===== config.mk =====
export PLATFORM = sky130hd
export DESIGN_NAME = dacrb_ctrl
export DESIGN_NICKNAME = d
export VERILOG_FILES = /design/src/dacrb_ctrl.v
export VERILOG_INCLUDE_DIRS = /design/src
export SDC_FILE = /design/constraint.sdc
export NUM_CORES = 1
export LEC_CHECK = 0
export BUFFER_PORTS_ARGS = -buffer_cell sky130_fd_sc_hd__buf_2
export CORE_MARGIN = 8
export CORE_UTILIZATION = 39
export DETAILED_ROUTE_END_ITERATION = 7
export GPL_ROUTABILITY_DRIVEN = 0
export GPL_TIMING_DRIVEN = 0
export PLACE_DENSITY_LB_ADDON = 0.08
export RECOVER_POWER = 50
export SYNTH_ARGS = -nofsm -noshare
export SYNTH_HDL_FRONTEND = slang
export SYNTH_SLANG_ARGS = --single-unit

===== constraint.sdc =====
create_clock -name clock_in -period 5.4 [get_ports clock_in]
set_input_delay 1.08 -clock clock_in [delete_from_list [all_inputs] [get_ports clock_in]]
set_output_delay 1.08 -clock clock_in [all_outputs]
set_load 0.01 [all_outputs]

===== src/dacrb_map.vh =====
// Register map, field positions, reset values and timing counts of the
// converter register and buffer control block.
// Assumes a 32-bit register bus with one aligned word per register index.
`ifndef DACRB_MAP_VH
`define DACRB_MAP_VH

// ----------------------------------------------------------------------
// Bus widths and responses
// ----------------------------------------------------------------------
`define DACRB_ADDR_W        8
`define DACRB_RESP_OKAY     2'h0
`define DACRB_RESP_SLVERR   2'h2
`define DACRB_RESP_DECERR   2'h3

// ----------------------------------------------------------------------
// Register indices (byte address is four times the index)
// ----------------------------------------------------------------------
`define DACRB_IDX_OUTCTL    6'h01
`define DACRB_IDX_EVCTL     6'h02
`define DACRB_IDX_IENCLR    6'h04
`define DACRB_IDX_IENSET    6'h05
`define DACRB_IDX_IFLAG     6'h06
`define DACRB_IDX_STATUS    6'h07
`define DACRB_IDX_VALUE     6'h08
`define DACRB_IDX_BUFFER    6'h0c
`define DACRB_IDX_RUNCTL    6'h10

// ----------------------------------------------------------------------
// Field positions
// ----------------------------------------------------------------------
`define DACRB_OC_EXT_DRIVE  0
`define DACRB_OC_INT_ROUTE  1
`define DACRB_OC_HIGH_ALIGN 2
`define DACRB_OC_PUMP_DIS   3
`define DACRB_OC_BUF_BYPASS 4
`define DACRB_OC_MASK       8'h1f
`define DACRB_EV_START_IN   0
`define DACRB_EV_EMPTY_OUT  1
`define DACRB_EV_MASK       8'h03
`define DACRB_FL_UNDERRUN   0
`define DACRB_FL_EMPTY      1
`define DACRB_FL_SYNC_DONE  2
`define DACRB_FL_MASK       8'h07
`define DACRB_ST_SYNC_BUSY  7
`define DACRB_RUN_ENABLE    0
`define DACRB_RUN_SWRESET   1

// ----------------------------------------------------------------------
// Reset values and timing
// ----------------------------------------------------------------------
`define DACRB_RST_REG8      8'h00
`define DACRB_RST_REG16     16'h0000
`define DACRB_SYNC_CYCLES   2'h3

`endif


===== src/dacrb_ctrl.v =====
// Register and two-stage data buffer control of a 10-bit converter.
// Assumes an AXI4-Lite master on the register bus, one-cycle start event
// pulses and a level write-lock from the access guard, all on clock_in.
//
// Overview of operation
// - Bypass bit exempts buffer from access guard
// - Pump automatic at 0, forced off at 1
// - Code in bits 9:0, or 15:6 when aligned high
// - Internal route bit feeds comparator path
// - External drive bit enables output buffer
// - Empty event emitted when enabled
// - Enabled start event loads value from buffer, starts conversion
// - Enable-clear write-one clears, both read alike
// - Enable-set write-one sets enable bits
// - Empty flag sets on buffer transfer
// - Empty flag cleared by one or buffer write
// - Underrun on start with empty buffer
// - Busy status spans register synchronization
// - Value register synchronized, guarded, resets zero
// - Buffer register holds next value, synchronized
// - Output control writable only while disabled
`timescale 1ns/100ps
`include "dacrb_map.vh"

module dacrb_ctrl (
    // Clock and reset
    input  wire        clock_in,
    input  wire        rst_n_in,
    // AXI4-Lite write address and data
    input  wire [7:0]  s_axi_awaddr_in,
    input  wire        s_axi_awvalid_in,
    output wire        s_axi_awready_out,
    input  wire [31:0] s_axi_wdata_in,
    input  wire [3:0]  s_axi_wstrb_in,
    input  wire        s_axi_wvalid_in,
    output wire        s_axi_wready_out,
    // AXI4-Lite write response
    output reg  [1:0]  s_axi_bresp_out,
    output reg         s_axi_bvalid_out,
    input  wire        s_axi_bready_in,
    // AXI4-Lite read
    input  wire [7:0]  s_axi_araddr_in,
    input  wire        s_axi_arvalid_in,
    output wire        s_axi_arready_out,
    output reg  [31:0] s_axi_rdata_out,
    output reg  [1:0]  s_axi_rresp_out,
    output reg         s_axi_rvalid_out,
    input  wire        s_axi_rready_in,
    // Events and access guard
    input  wire        start_event_in,
    input  wire        access_guard_lock_in,
    output reg         empty_event_out,
    output reg         conversion_start_out,
    // Analog side
    input  wire        supply_low_in,
    output reg  [9:0]  dac_code_out,
    output wire        converter_enabled_out,
    output wire        pump_on_out,
    output wire        internal_route_on_out,
    output wire        external_drive_on_out,
    output wire        irq_request_out
);

    // ------------------------------------------------------------------
    // State
    // ------------------------------------------------------------------
    reg        aw_full_q;
    reg [7:0]  awaddr_q;
    reg        w_full_q;
    reg [31:0] wdata_q;
    reg [3:0]  wstrb_q;
    reg        ar_full_q;
    reg [7:0]  araddr_q;
    reg        rd_sync_q;
    reg [7:0]  outctl_q;
    reg [7:0]  evctl_q;
    reg [7:0]  ien_q;
    reg [7:0]  iflag_q;
    reg [15:0] value_q;
    reg [15:0] buffer_q;
    reg        buf_full_q;
    reg        enable_q;
    reg [1:0]  sync_cnt_q;

    reg [7:0]  outctl_d;
    reg [7:0]  evctl_d;
    reg [7:0]  ien_d;
    reg [7:0]  iflag_d;
    reg [15:0] value_d;
    reg [15:0] buffer_d;
    reg        buf_full_d;
    reg        enable_d;
    reg [1:0]  sync_cnt_d;
    reg        swreset;
    reg [7:0]  flag_set;
    reg [7:0]  flag_clr;
    reg [1:0]  wr_resp;
    reg [31:0] rd_word;
    reg [1:0]  rd_resp;

    // ------------------------------------------------------------------
    // Helpers
    // ------------------------------------------------------------------
    // Byte-lane merge of a written word into a 16-bit register
    function [15:0] merge16;
        input [15:0] old;
        input [31:0] data;
        input [3:0]  strb;
        begin
            merge16[7:0]  = strb[0] ? data[7:0]  : old[7:0];
            merge16[15:8] = strb[1] ? data[15:8] : old[15:8];
        end
    endfunction

    // Picks the 10-bit code out of a 16-bit word by alignment
    function [9:0] code_of;
        input [15:0] word;
        input        high;
        begin
            code_of = high ? word[15:6] : word[9:0];
        end
    endfunction

    // ------------------------------------------------------------------
    // Bus decode
    // ------------------------------------------------------------------
    wire [5:0] wr_idx    = awaddr_q[7:2];
    wire [5:0] rd_idx    = araddr_q[7:2];
    wire       sync_busy = (sync_cnt_q != 2'h0);
    wire       sync_last = (sync_cnt_q == 2'h1);
    wire       wr_synced = (wr_idx == `DACRB_IDX_VALUE) || (wr_idx == `DACRB_IDX_BUFFER);
    wire       rd_is_val = (rd_idx == `DACRB_IDX_VALUE);

    // Synchronized writes wait until the previous synchronization ends
    wire wr_go = aw_full_q & w_full_q & ~s_axi_bvalid_out & ~(wr_synced & sync_busy);
    // Value reads run their own synchronization before the answer
    wire rd_start = ar_full_q & rd_is_val & ~rd_sync_q & ~sync_busy
                    & ~(wr_go & wr_synced) & ~s_axi_rvalid_out;
    wire rd_go = ar_full_q & ~s_axi_rvalid_out & (~rd_is_val | (rd_sync_q & ~sync_busy));

    assign s_axi_awready_out = ~aw_full_q;
    assign s_axi_wready_out  = ~w_full_q;
    assign s_axi_arready_out = ~ar_full_q;

    wire wr_one   = wr_go & wstrb_q[0];
    wire guard_on = access_guard_lock_in;
    wire buf_open = ~guard_on | outctl_q[`DACRB_OC_BUF_BYPASS];
    wire start_ok = start_event_in & evctl_q[`DACRB_EV_START_IN];

    // ------------------------------------------------------------------
    // Register update
    // ------------------------------------------------------------------
    always @* begin
        outctl_d   = outctl_q;
        evctl_d    = evctl_q;
        ien_d      = ien_q;
        value_d    = value_q;
        buffer_d   = buffer_q;
        buf_full_d = buf_full_q;
        enable_d   = enable_q;
        sync_cnt_d = sync_busy ? sync_cnt_q - 2'h1 : 2'h0;
        swreset    = 1'b0;
        flag_set   = 8'h00;
        flag_clr   = 8'h00;
        wr_resp    = `DACRB_RESP_OKAY;

        if (wr_go) begin
            case (wr_idx)
                `DACRB_IDX_OUTCTL: begin
                    if (guard_on || enable_q)
                        wr_resp = `DACRB_RESP_SLVERR;
                    else if (wr_one)
                        outctl_d = wdata_q[7:0] & `DACRB_OC_MASK;
                end
                `DACRB_IDX_EVCTL: begin
                    if (guard_on)
                        wr_resp = `DACRB_RESP_SLVERR;
                    else if (wr_one)
                        evctl_d = wdata_q[7:0] & `DACRB_EV_MASK;
                end
                `DACRB_IDX_IENCLR: begin
                    if (guard_on)
                        wr_resp = `DACRB_RESP_SLVERR;
                    else if (wr_one)
                        ien_d = ien_q & ~(wdata_q[7:0] & `DACRB_FL_MASK);
                end
                `DACRB_IDX_IENSET: begin
                    if (guard_on)
                        wr_resp = `DACRB_RESP_SLVERR;
                    else if (wr_one)
                        ien_d = ien_q | (wdata_q[7:0] & `DACRB_FL_MASK);
                end
                `DACRB_IDX_IFLAG: begin
                    if (guard_on)
                        wr_resp = `DACRB_RESP_SLVERR;
                    else if (wr_one)
                        flag_clr = wdata_q[7:0] & `DACRB_FL_MASK;
                end
                `DACRB_IDX_STATUS: begin
                    wr_resp = `DACRB_RESP_OKAY;
                end
                `DACRB_IDX_VALUE: begin
                    if (guard_on)
                        wr_resp = `DACRB_RESP_SLVERR;
                    else if (wstrb_q[1:0] != 2'h0) begin
                        value_d    = merge16(value_q, wdata_q, wstrb_q);
                        sync_cnt_d = `DACRB_SYNC_CYCLES;
                    end
                end
                `DACRB_IDX_BUFFER: begin
                    if (!buf_open)
                        wr_resp = `DACRB_RESP_SLVERR;
                    else if (wstrb_q[1:0] != 2'h0) begin
                        buffer_d   = merge16(buffer_q, wdata_q, wstrb_q);
                        buf_full_d = 1'b1;
                        sync_cnt_d = `DACRB_SYNC_CYCLES;
                        flag_clr   = flag_clr | (8'h01 << `DACRB_FL_EMPTY);
                    end
                end
                `DACRB_IDX_RUNCTL: begin
                    if (guard_on)
                        wr_resp = `DACRB_RESP_SLVERR;
                    else if (wr_one && wdata_q[`DACRB_RUN_SWRESET])
                        swreset = 1'b1;
                    else if (wr_one)
                        enable_d = wdata_q[`DACRB_RUN_ENABLE];
                end
                default: wr_resp = `DACRB_RESP_DECERR;
            endcase
        end

        if (rd_start)
            sync_cnt_d = `DACRB_SYNC_CYCLES;

        if (sync_last)
            flag_set = flag_set | (8'h01 << `DACRB_FL_SYNC_DONE);

        // Start event: transfer when the buffer holds data, else underrun
        if (start_ok) begin
            if (buf_full_q) begin
                value_d    = buffer_q;
                buf_full_d = 1'b0;
                flag_set   = flag_set | (8'h01 << `DACRB_FL_EMPTY);
            end else begin
                flag_set   = flag_set | (8'h01 << `DACRB_FL_UNDERRUN);
            end
        end

        // A flag raised in the same cycle as its clear stays raised
        iflag_d = (iflag_q & ~flag_clr) | flag_set;
    end

    // ------------------------------------------------------------------
    // Read data mux
    // ------------------------------------------------------------------
    always @* begin
        rd_word = 32'h0000_0000;
        rd_resp = `DACRB_RESP_OKAY;
        case (rd_idx)
            `DACRB_IDX_OUTCTL: rd_word[7:0]  = outctl_q;
            `DACRB_IDX_EVCTL:  rd_word[7:0]  = evctl_q;
            `DACRB_IDX_IENCLR: rd_word[7:0]  = ien_q;
            `DACRB_IDX_IENSET: rd_word[7:0]  = ien_q;
            `DACRB_IDX_IFLAG:  rd_word[7:0]  = iflag_q;
            `DACRB_IDX_STATUS: rd_word[`DACRB_ST_SYNC_BUSY] = sync_busy;
            `DACRB_IDX_VALUE:  rd_word[15:0] = value_q;
            `DACRB_IDX_BUFFER: rd_word[15:0] = buffer_q;
            `DACRB_IDX_RUNCTL: rd_word[`DACRB_RUN_ENABLE] = enable_q;
            default:           rd_resp = `DACRB_RESP_DECERR;
        endcase
    end

    // ------------------------------------------------------------------
    // Bus handshake registers
    // ------------------------------------------------------------------
    always @(posedge clock_in or negedge rst_n_in) begin
        if (!rst_n_in) begin
            aw_full_q        <= 1'b0;
            awaddr_q         <= 8'h00;
            w_full_q         <= 1'b0;
            wdata_q          <= 32'h0000_0000;
            wstrb_q          <= 4'h0;
            ar_full_q        <= 1'b0;
            araddr_q         <= 8'h00;
            rd_sync_q        <= 1'b0;
            s_axi_bvalid_out <= 1'b0;
            s_axi_bresp_out  <= 2'h0;
            s_axi_rvalid_out <= 1'b0;
            s_axi_rresp_out  <= 2'h0;
            s_axi_rdata_out  <= 32'h0000_0000;
        end else begin
            if (s_axi_awvalid_in && !aw_full_q) begin
                aw_full_q <= 1'b1;
                awaddr_q  <= s_axi_awaddr_in;
            end else if (wr_go) begin
                aw_full_q <= 1'b0;
            end
            if (s_axi_wvalid_in && !w_full_q) begin
                w_full_q <= 1'b1;
                wdata_q  <= s_axi_wdata_in;
                wstrb_q  <= s_axi_wstrb_in;
            end else if (wr_go) begin
                w_full_q <= 1'b0;
            end
            if (wr_go) begin
                s_axi_bvalid_out <= 1'b1;
                s_axi_bresp_out  <= wr_resp;
            end else if (s_axi_bready_in) begin
                s_axi_bvalid_out <= 1'b0;
            end

            if (s_axi_arvalid_in && !ar_full_q) begin
                ar_full_q <= 1'b1;
                araddr_q  <= s_axi_araddr_in;
            end else if (rd_go) begin
                ar_full_q <= 1'b0;
            end
            if (rd_start)
                rd_sync_q <= 1'b1;
            else if (rd_go)
                rd_sync_q <= 1'b0;
            if (rd_go) begin
                s_axi_rvalid_out <= 1'b1;
                s_axi_rdata_out  <= rd_word;
                s_axi_rresp_out  <= rd_resp;
            end else if (s_axi_rready_in) begin
                s_axi_rvalid_out <= 1'b0;
            end
        end
    end

    // ------------------------------------------------------------------
    // Control registers, cleared by reset or software reset
    // ------------------------------------------------------------------
    always @(posedge clock_in or negedge rst_n_in) begin
        if (!rst_n_in) begin
            outctl_q   <= `DACRB_RST_REG8;
            evctl_q    <= `DACRB_RST_REG8;
            ien_q      <= `DACRB_RST_REG8;
            iflag_q    <= `DACRB_RST_REG8;
            value_q    <= `DACRB_RST_REG16;
            buffer_q   <= `DACRB_RST_REG16;
            buf_full_q <= 1'b0;
            enable_q   <= 1'b0;
            sync_cnt_q <= 2'h0;
        end else if (swreset) begin
            outctl_q   <= `DACRB_RST_REG8;
            evctl_q    <= `DACRB_RST_REG8;
            ien_q      <= `DACRB_RST_REG8;
            iflag_q    <= `DACRB_RST_REG8;
            value_q    <= `DACRB_RST_REG16;
            buffer_q   <= `DACRB_RST_REG16;
            buf_full_q <= 1'b0;
            enable_q   <= 1'b0;
            sync_cnt_q <= 2'h0;
        end else begin
            outctl_q   <= outctl_d;
            evctl_q    <= evctl_d;
            ien_q      <= ien_d;
            iflag_q    <= iflag_d;
            value_q    <= value_d;
            buffer_q   <= buffer_d;
            buf_full_q <= buf_full_d;
            enable_q   <= enable_d;
            sync_cnt_q <= sync_cnt_d;
        end
    end

    // ------------------------------------------------------------------
    // Converter-side outputs
    // ------------------------------------------------------------------
    always @(posedge clock_in or negedge rst_n_in) begin
        if (!rst_n_in) begin
            dac_code_out         <= 10'h000;
            empty_event_out      <= 1'b0;
            conversion_start_out <= 1'b0;
        end else begin
            dac_code_out <= code_of(value_q, outctl_q[`DACRB_OC_HIGH_ALIGN]);
            // One pulse per transfer that leaves the buffer empty
            empty_event_out <= start_ok & buf_full_q & ~swreset
                               & evctl_q[`DACRB_EV_EMPTY_OUT];
            conversion_start_out <= start_ok & ~swreset;
        end
    end

    assign converter_enabled_out = enable_q;
    assign pump_on_out = enable_q & supply_low_in
                         & ~outctl_q[`DACRB_OC_PUMP_DIS];
    assign internal_route_on_out = enable_q & outctl_q[`DACRB_OC_INT_ROUTE];
    assign external_drive_on_out = enable_q & outctl_q[`DACRB_OC_EXT_DRIVE];
    assign irq_request_out = |(iflag_q & ien_q);

endmodule


==> key figures <==
Synth
  • Register area share after synthesis: 51.0%
  • Warnings, synthesis: 0
  • Simple-Gate Fraction of Synth Area: 14.2%
  • Complex-gate fraction of the synthesized area: 13.5%
  • Post-synthesis register bit count: 116
  • Ys flop type: dfrtp_1
  • Synth cell types: 62
  • Gate count of the mapped netlist: 530
  • Number of flops mapped to enable cells by yosys: 0
  • Adder-Cell Fraction of Synth Area: 0%
  • Largest cells by area after synthesis: dfrtp_1 51%, mux2_2 7.9%, mux2i_1 7.2%
  • Synth async-reset ratio: 100%
  • Yosys top cell by area: dfrtp_1
  • Mapped Area: 5690 um2
  • Multiplexer area fraction after synthesis: 15.1%
  • Largest family of logic cells by synthesized area: multiplexers
  • Yosys top cell area share: 51.0%
  • Xor and xnor area share after synthesis: 0.154%
  • Avg Inst Size Synth: 10.7 um2

Floorplan
  • I/O pin total: 120
  • Core footprint: 14,400 um2
  • Chip Width: 137 um
  • Die area: 18,700 um2
  • Die Y: 137 um
  • FP Rows: 44
  • Initial Utilization: 39.6%

Setup path
  • Critical Path Sink Type: flop
  • Crit Path Category: flop to flop
  • CP Max Fanout: 10
  • Crit path launch type: flop
  • Max incr delay on CP: 0.56 ns
  • Critical path data arrival time: 2.90 ns
  • Critical Path, Cell by Cell: or2_1, clkbuf_1, a311o_1, nor2_1, clkbuf_1, nor2_1
  • Worst EP required: 5.67 ns
  • Crit-path slowest cell: nor2_1
  • Worst R2R Path Depth: 6

Clock tree
  • CTS Sinks: 116
  • CTS tree: done
  • Clk Latency, worst-skew pair: 0.41 ns
  • Cts bufs inserted: 17
  • Max Root-Sink Buffers: 2
  • Post-CTS setup buffers: 0
  • Root Driver: clkbuf_16
  • H-tree depth: 4
  • Reg clk slew, reported paths: 0.05 ns
  • Hold_buf cts: 0
  • Cts repair resizes: 0

Routing
  • Post-DRT Antenna Nets: 0
  • Number of DRC markers in iteration 0: 319
  • Avg Vias per Cell: 5.18
  • Average wire per standard cell: 18.1 um
  • Drt drc: 0
  • Vias: 4,359
  • Routed WL: 15,200 um
  • 1st-pass router iterations: 4

Power and ir drop
  • Leakage Power: 3.29 nW
  • VDD IR max: 0.000266 V
  • Sw Share: 35.7%
  • Internal Power: 0.00238 W
  • Comb pwr share: 33.1%
  • Net Sw Power: 0.00132 W
  • Clock power frac: 27.2%
  • Sequential power share: 39.7%
  • Pwr per Cell Area: 534 nW/um2

Min path
  • WHS Path Cells: 2
  • Worst min path class: flop to flop

Layout
  • Fill cell count: 1,393
  • Area of the multi-input gates: 2510 um2
  • Fin util: 48.3%
  • Nets@finish: 708
  • Ant diodes: 0
  • Share of cells above drive strength 1: 29.1%
  • Reg area: 2900 um2
  • P&R area growth vs syn: 22.0%

GRT
  • Vias in the first global route: 4,395
  • GRT Residual Overflow: 0
  • Largest net degree at the start of global routing: 60
  • Global Route Usage Sum: 16.9%
  • Initial antenna violation count: 0
  • First-pass GRT wire length: 24,100 um

Run status
  • Status: finished clean

STA
  • Final Skew: 0.00672 ns
  • Fmax achieved: 0.381 GHz
  • Max Slew Vio Count: 0
  • Minimum clock period: 2.63 ns
  • Final setup TNS: 0 ns
  • Final Hold Viols: 0
  • RSZ-0062 raised after global routing: false
  • Fin crit share: 48.6%
  • Relative slew slack: 42.4%
  • Worst-Margin Slew: 0.857 ns
  • Final setup violation count: 0

Place
  • Hpwl dp: 11,300 um
  • Port bufs: 81

Job
  • Max cap viols: 0
==> cell families (layout without fill, tap and decap cells) <==
family                 count (synthesis)  in the layout
other                                  1             16
buffers and inverters                 63            175
XOR/XNOR                               1              1
flip-flops                           116            116
AO/OA/AOI/OAI                        110            110
AND/OR/NAND/NOR                      158            158
multiplexers                          81             81
==> cells in the final DEF, fill, tap and decap left out, types with 7 or more instances in the layout <==
| cell | instances |
|---|---|
| buf_2 | 90 |
| buf_4 | 19 |
| a211oi_2 | 8 |
| clkbuf_1 | 23 |
| inv_1 | 13 |
| dfrtp_1 | 116 |
| a21oi_1 | 21 |
| nand2_1 | 49 |
| conb_1 | 16 |
| clkbuf_16 | 17 |
| a211oi_1 | 9 |
| o21ai_0 | 26 |
| mux2i_1 | 41 |
| nand3_1 | 7 |
| mux2_2 | 37 |
| o31ai_1 | 10 |
| nor2_1 | 54 |
==> worst max-delay path, delay by kind of cell (launching register included) <==
kind | cells | cell delay [ns]
AND/OR/NAND/NOR | 3 | 0.91
buffers and inverters | 2 | 0.74
AO/OA/AOI/OAI | 1 | 0.44
flip-flops | 1 | 0.40
==> flip-flops by register name, summed over array words and instances, names as in the netlist, 2 cells and up <==
signal,cells
buffer_q,16
s_axi_rdata_out,16
value_q,16
wdata_q,16
dac_code_out,10
araddr_q,6
awaddr_q,6
outctl_q,5
ien_q,3
iflag_q,3
evctl_q,2
s_axi_bresp_out,2
sync_cnt_q,2
wstrb_q,2
==> cell usage after synthesis (all sizes together) (2+ instances only) <==
cell type  instances
a211oi            17
a21boi             2
a21o               4
a21oi             21
a22o               2
a22oi              4
a2bb2oi            2
a311o              2
a31oi              3
and2b              4
and3               2
and4               2
buf               33
clkbuf            17
dfrtp            116
inv               13
mux2              40
mux2i             41
nand2             49
nand2b             6
nand3              8
nand3b             5
nand4b             2
nor2              54
nor2b              6
nor3               4
nor4               6
o211ai             2
o21a               2
o21ai             26
o22ai              2
o31a               2
o31ai             10
or3                2
or3b               2
==> final cells by class <==
class	count	area share [%]
multi-input cells	366	36.1
repair buffers	82	6.33
well taps	184	3.32
inverters	13	0.703
clock buffers	27	7.39
flip-flops and latches	116	41.8
clock inverters	3	0.288
plain buffers	50	4.02
==> power groups by stage <==
stage	Clock (W)	Combinational [W]	Sequential [W]
final	0.00101	0.00123	0.00147
after global routing	0.00107	0.00136	0.00152
after CTS	0.00103	0.00125	0.00147
after detailed placement	0	0.00125	0.00149
after global placement	0	0.00122	0.00147
after floorplan	0	0.000867	0.00141
==> stage by stage <==
| stage | instances | worst slack, ns | total power [W] | area [um2] | hold slack [ns] |
|---|---|---|---|---|---|
| final | 841 | 2.77 | 0.00371 | 6940 | 0.466 |
| after global placement | 810 | 1.79 | 0.00269 | 6380 | 0.458 |
| after floorplan | 545 | 2.98 | 0.00228 | 5740 | 0.470 |
| after detailed placement | 811 | 2.38 | 0.00273 | 6410 | 0.462 |
| after CTS | 841 | 2.78 | 0.00376 | 6950 | 0.474 |
| after global routing | 841 | 2.65 | 0.00395 | 6940 | 0.503 |
==> path summary, 6_finish.rpt <==
check / slack, ns / endpoint / start
worst max-delay path: 2.77 / conversion_start_out$_DFF_PN0_ / sync_cnt_q[1]$_DFF_PN0_
worst min-delay path: 0.47 / s_axi_rdata_out[14]$_DFFE_PN0P_ / s_axi_rdata_out[14]$_DFFE_PN0P_
worst max register to register: 2.77 / conversion_start_out$_DFF_PN0_ / sync_cnt_q[1]$_DFF_PN0_
worst min register to register: 0.47 / s_axi_rdata_out[14]$_DFFE_PN0P_ / s_axi_rdata_out[14]$_DFFE_PN0P_
max in group asynchronous: 4.09 / araddr_q[6]$_DFFE_PN0P_ / rst_n_in
min in group asynchronous: 0.63 / wdata_q[10]$_DFFE_PN0P_ / rst_n_in
==> routing by layer <==
metal | up-vias | global-route usage [%] | wire, um
li1 | 2093 | - | -
met4 | 0 | 6.65 | 197
met5 | - | 0 | 0
met1 | 2139 | 22.5 | 7040
met3 | 16 | 4.63 | 893
met2 | 111 | 25.6 | 7080
Power figures use the tool's default switching activity.
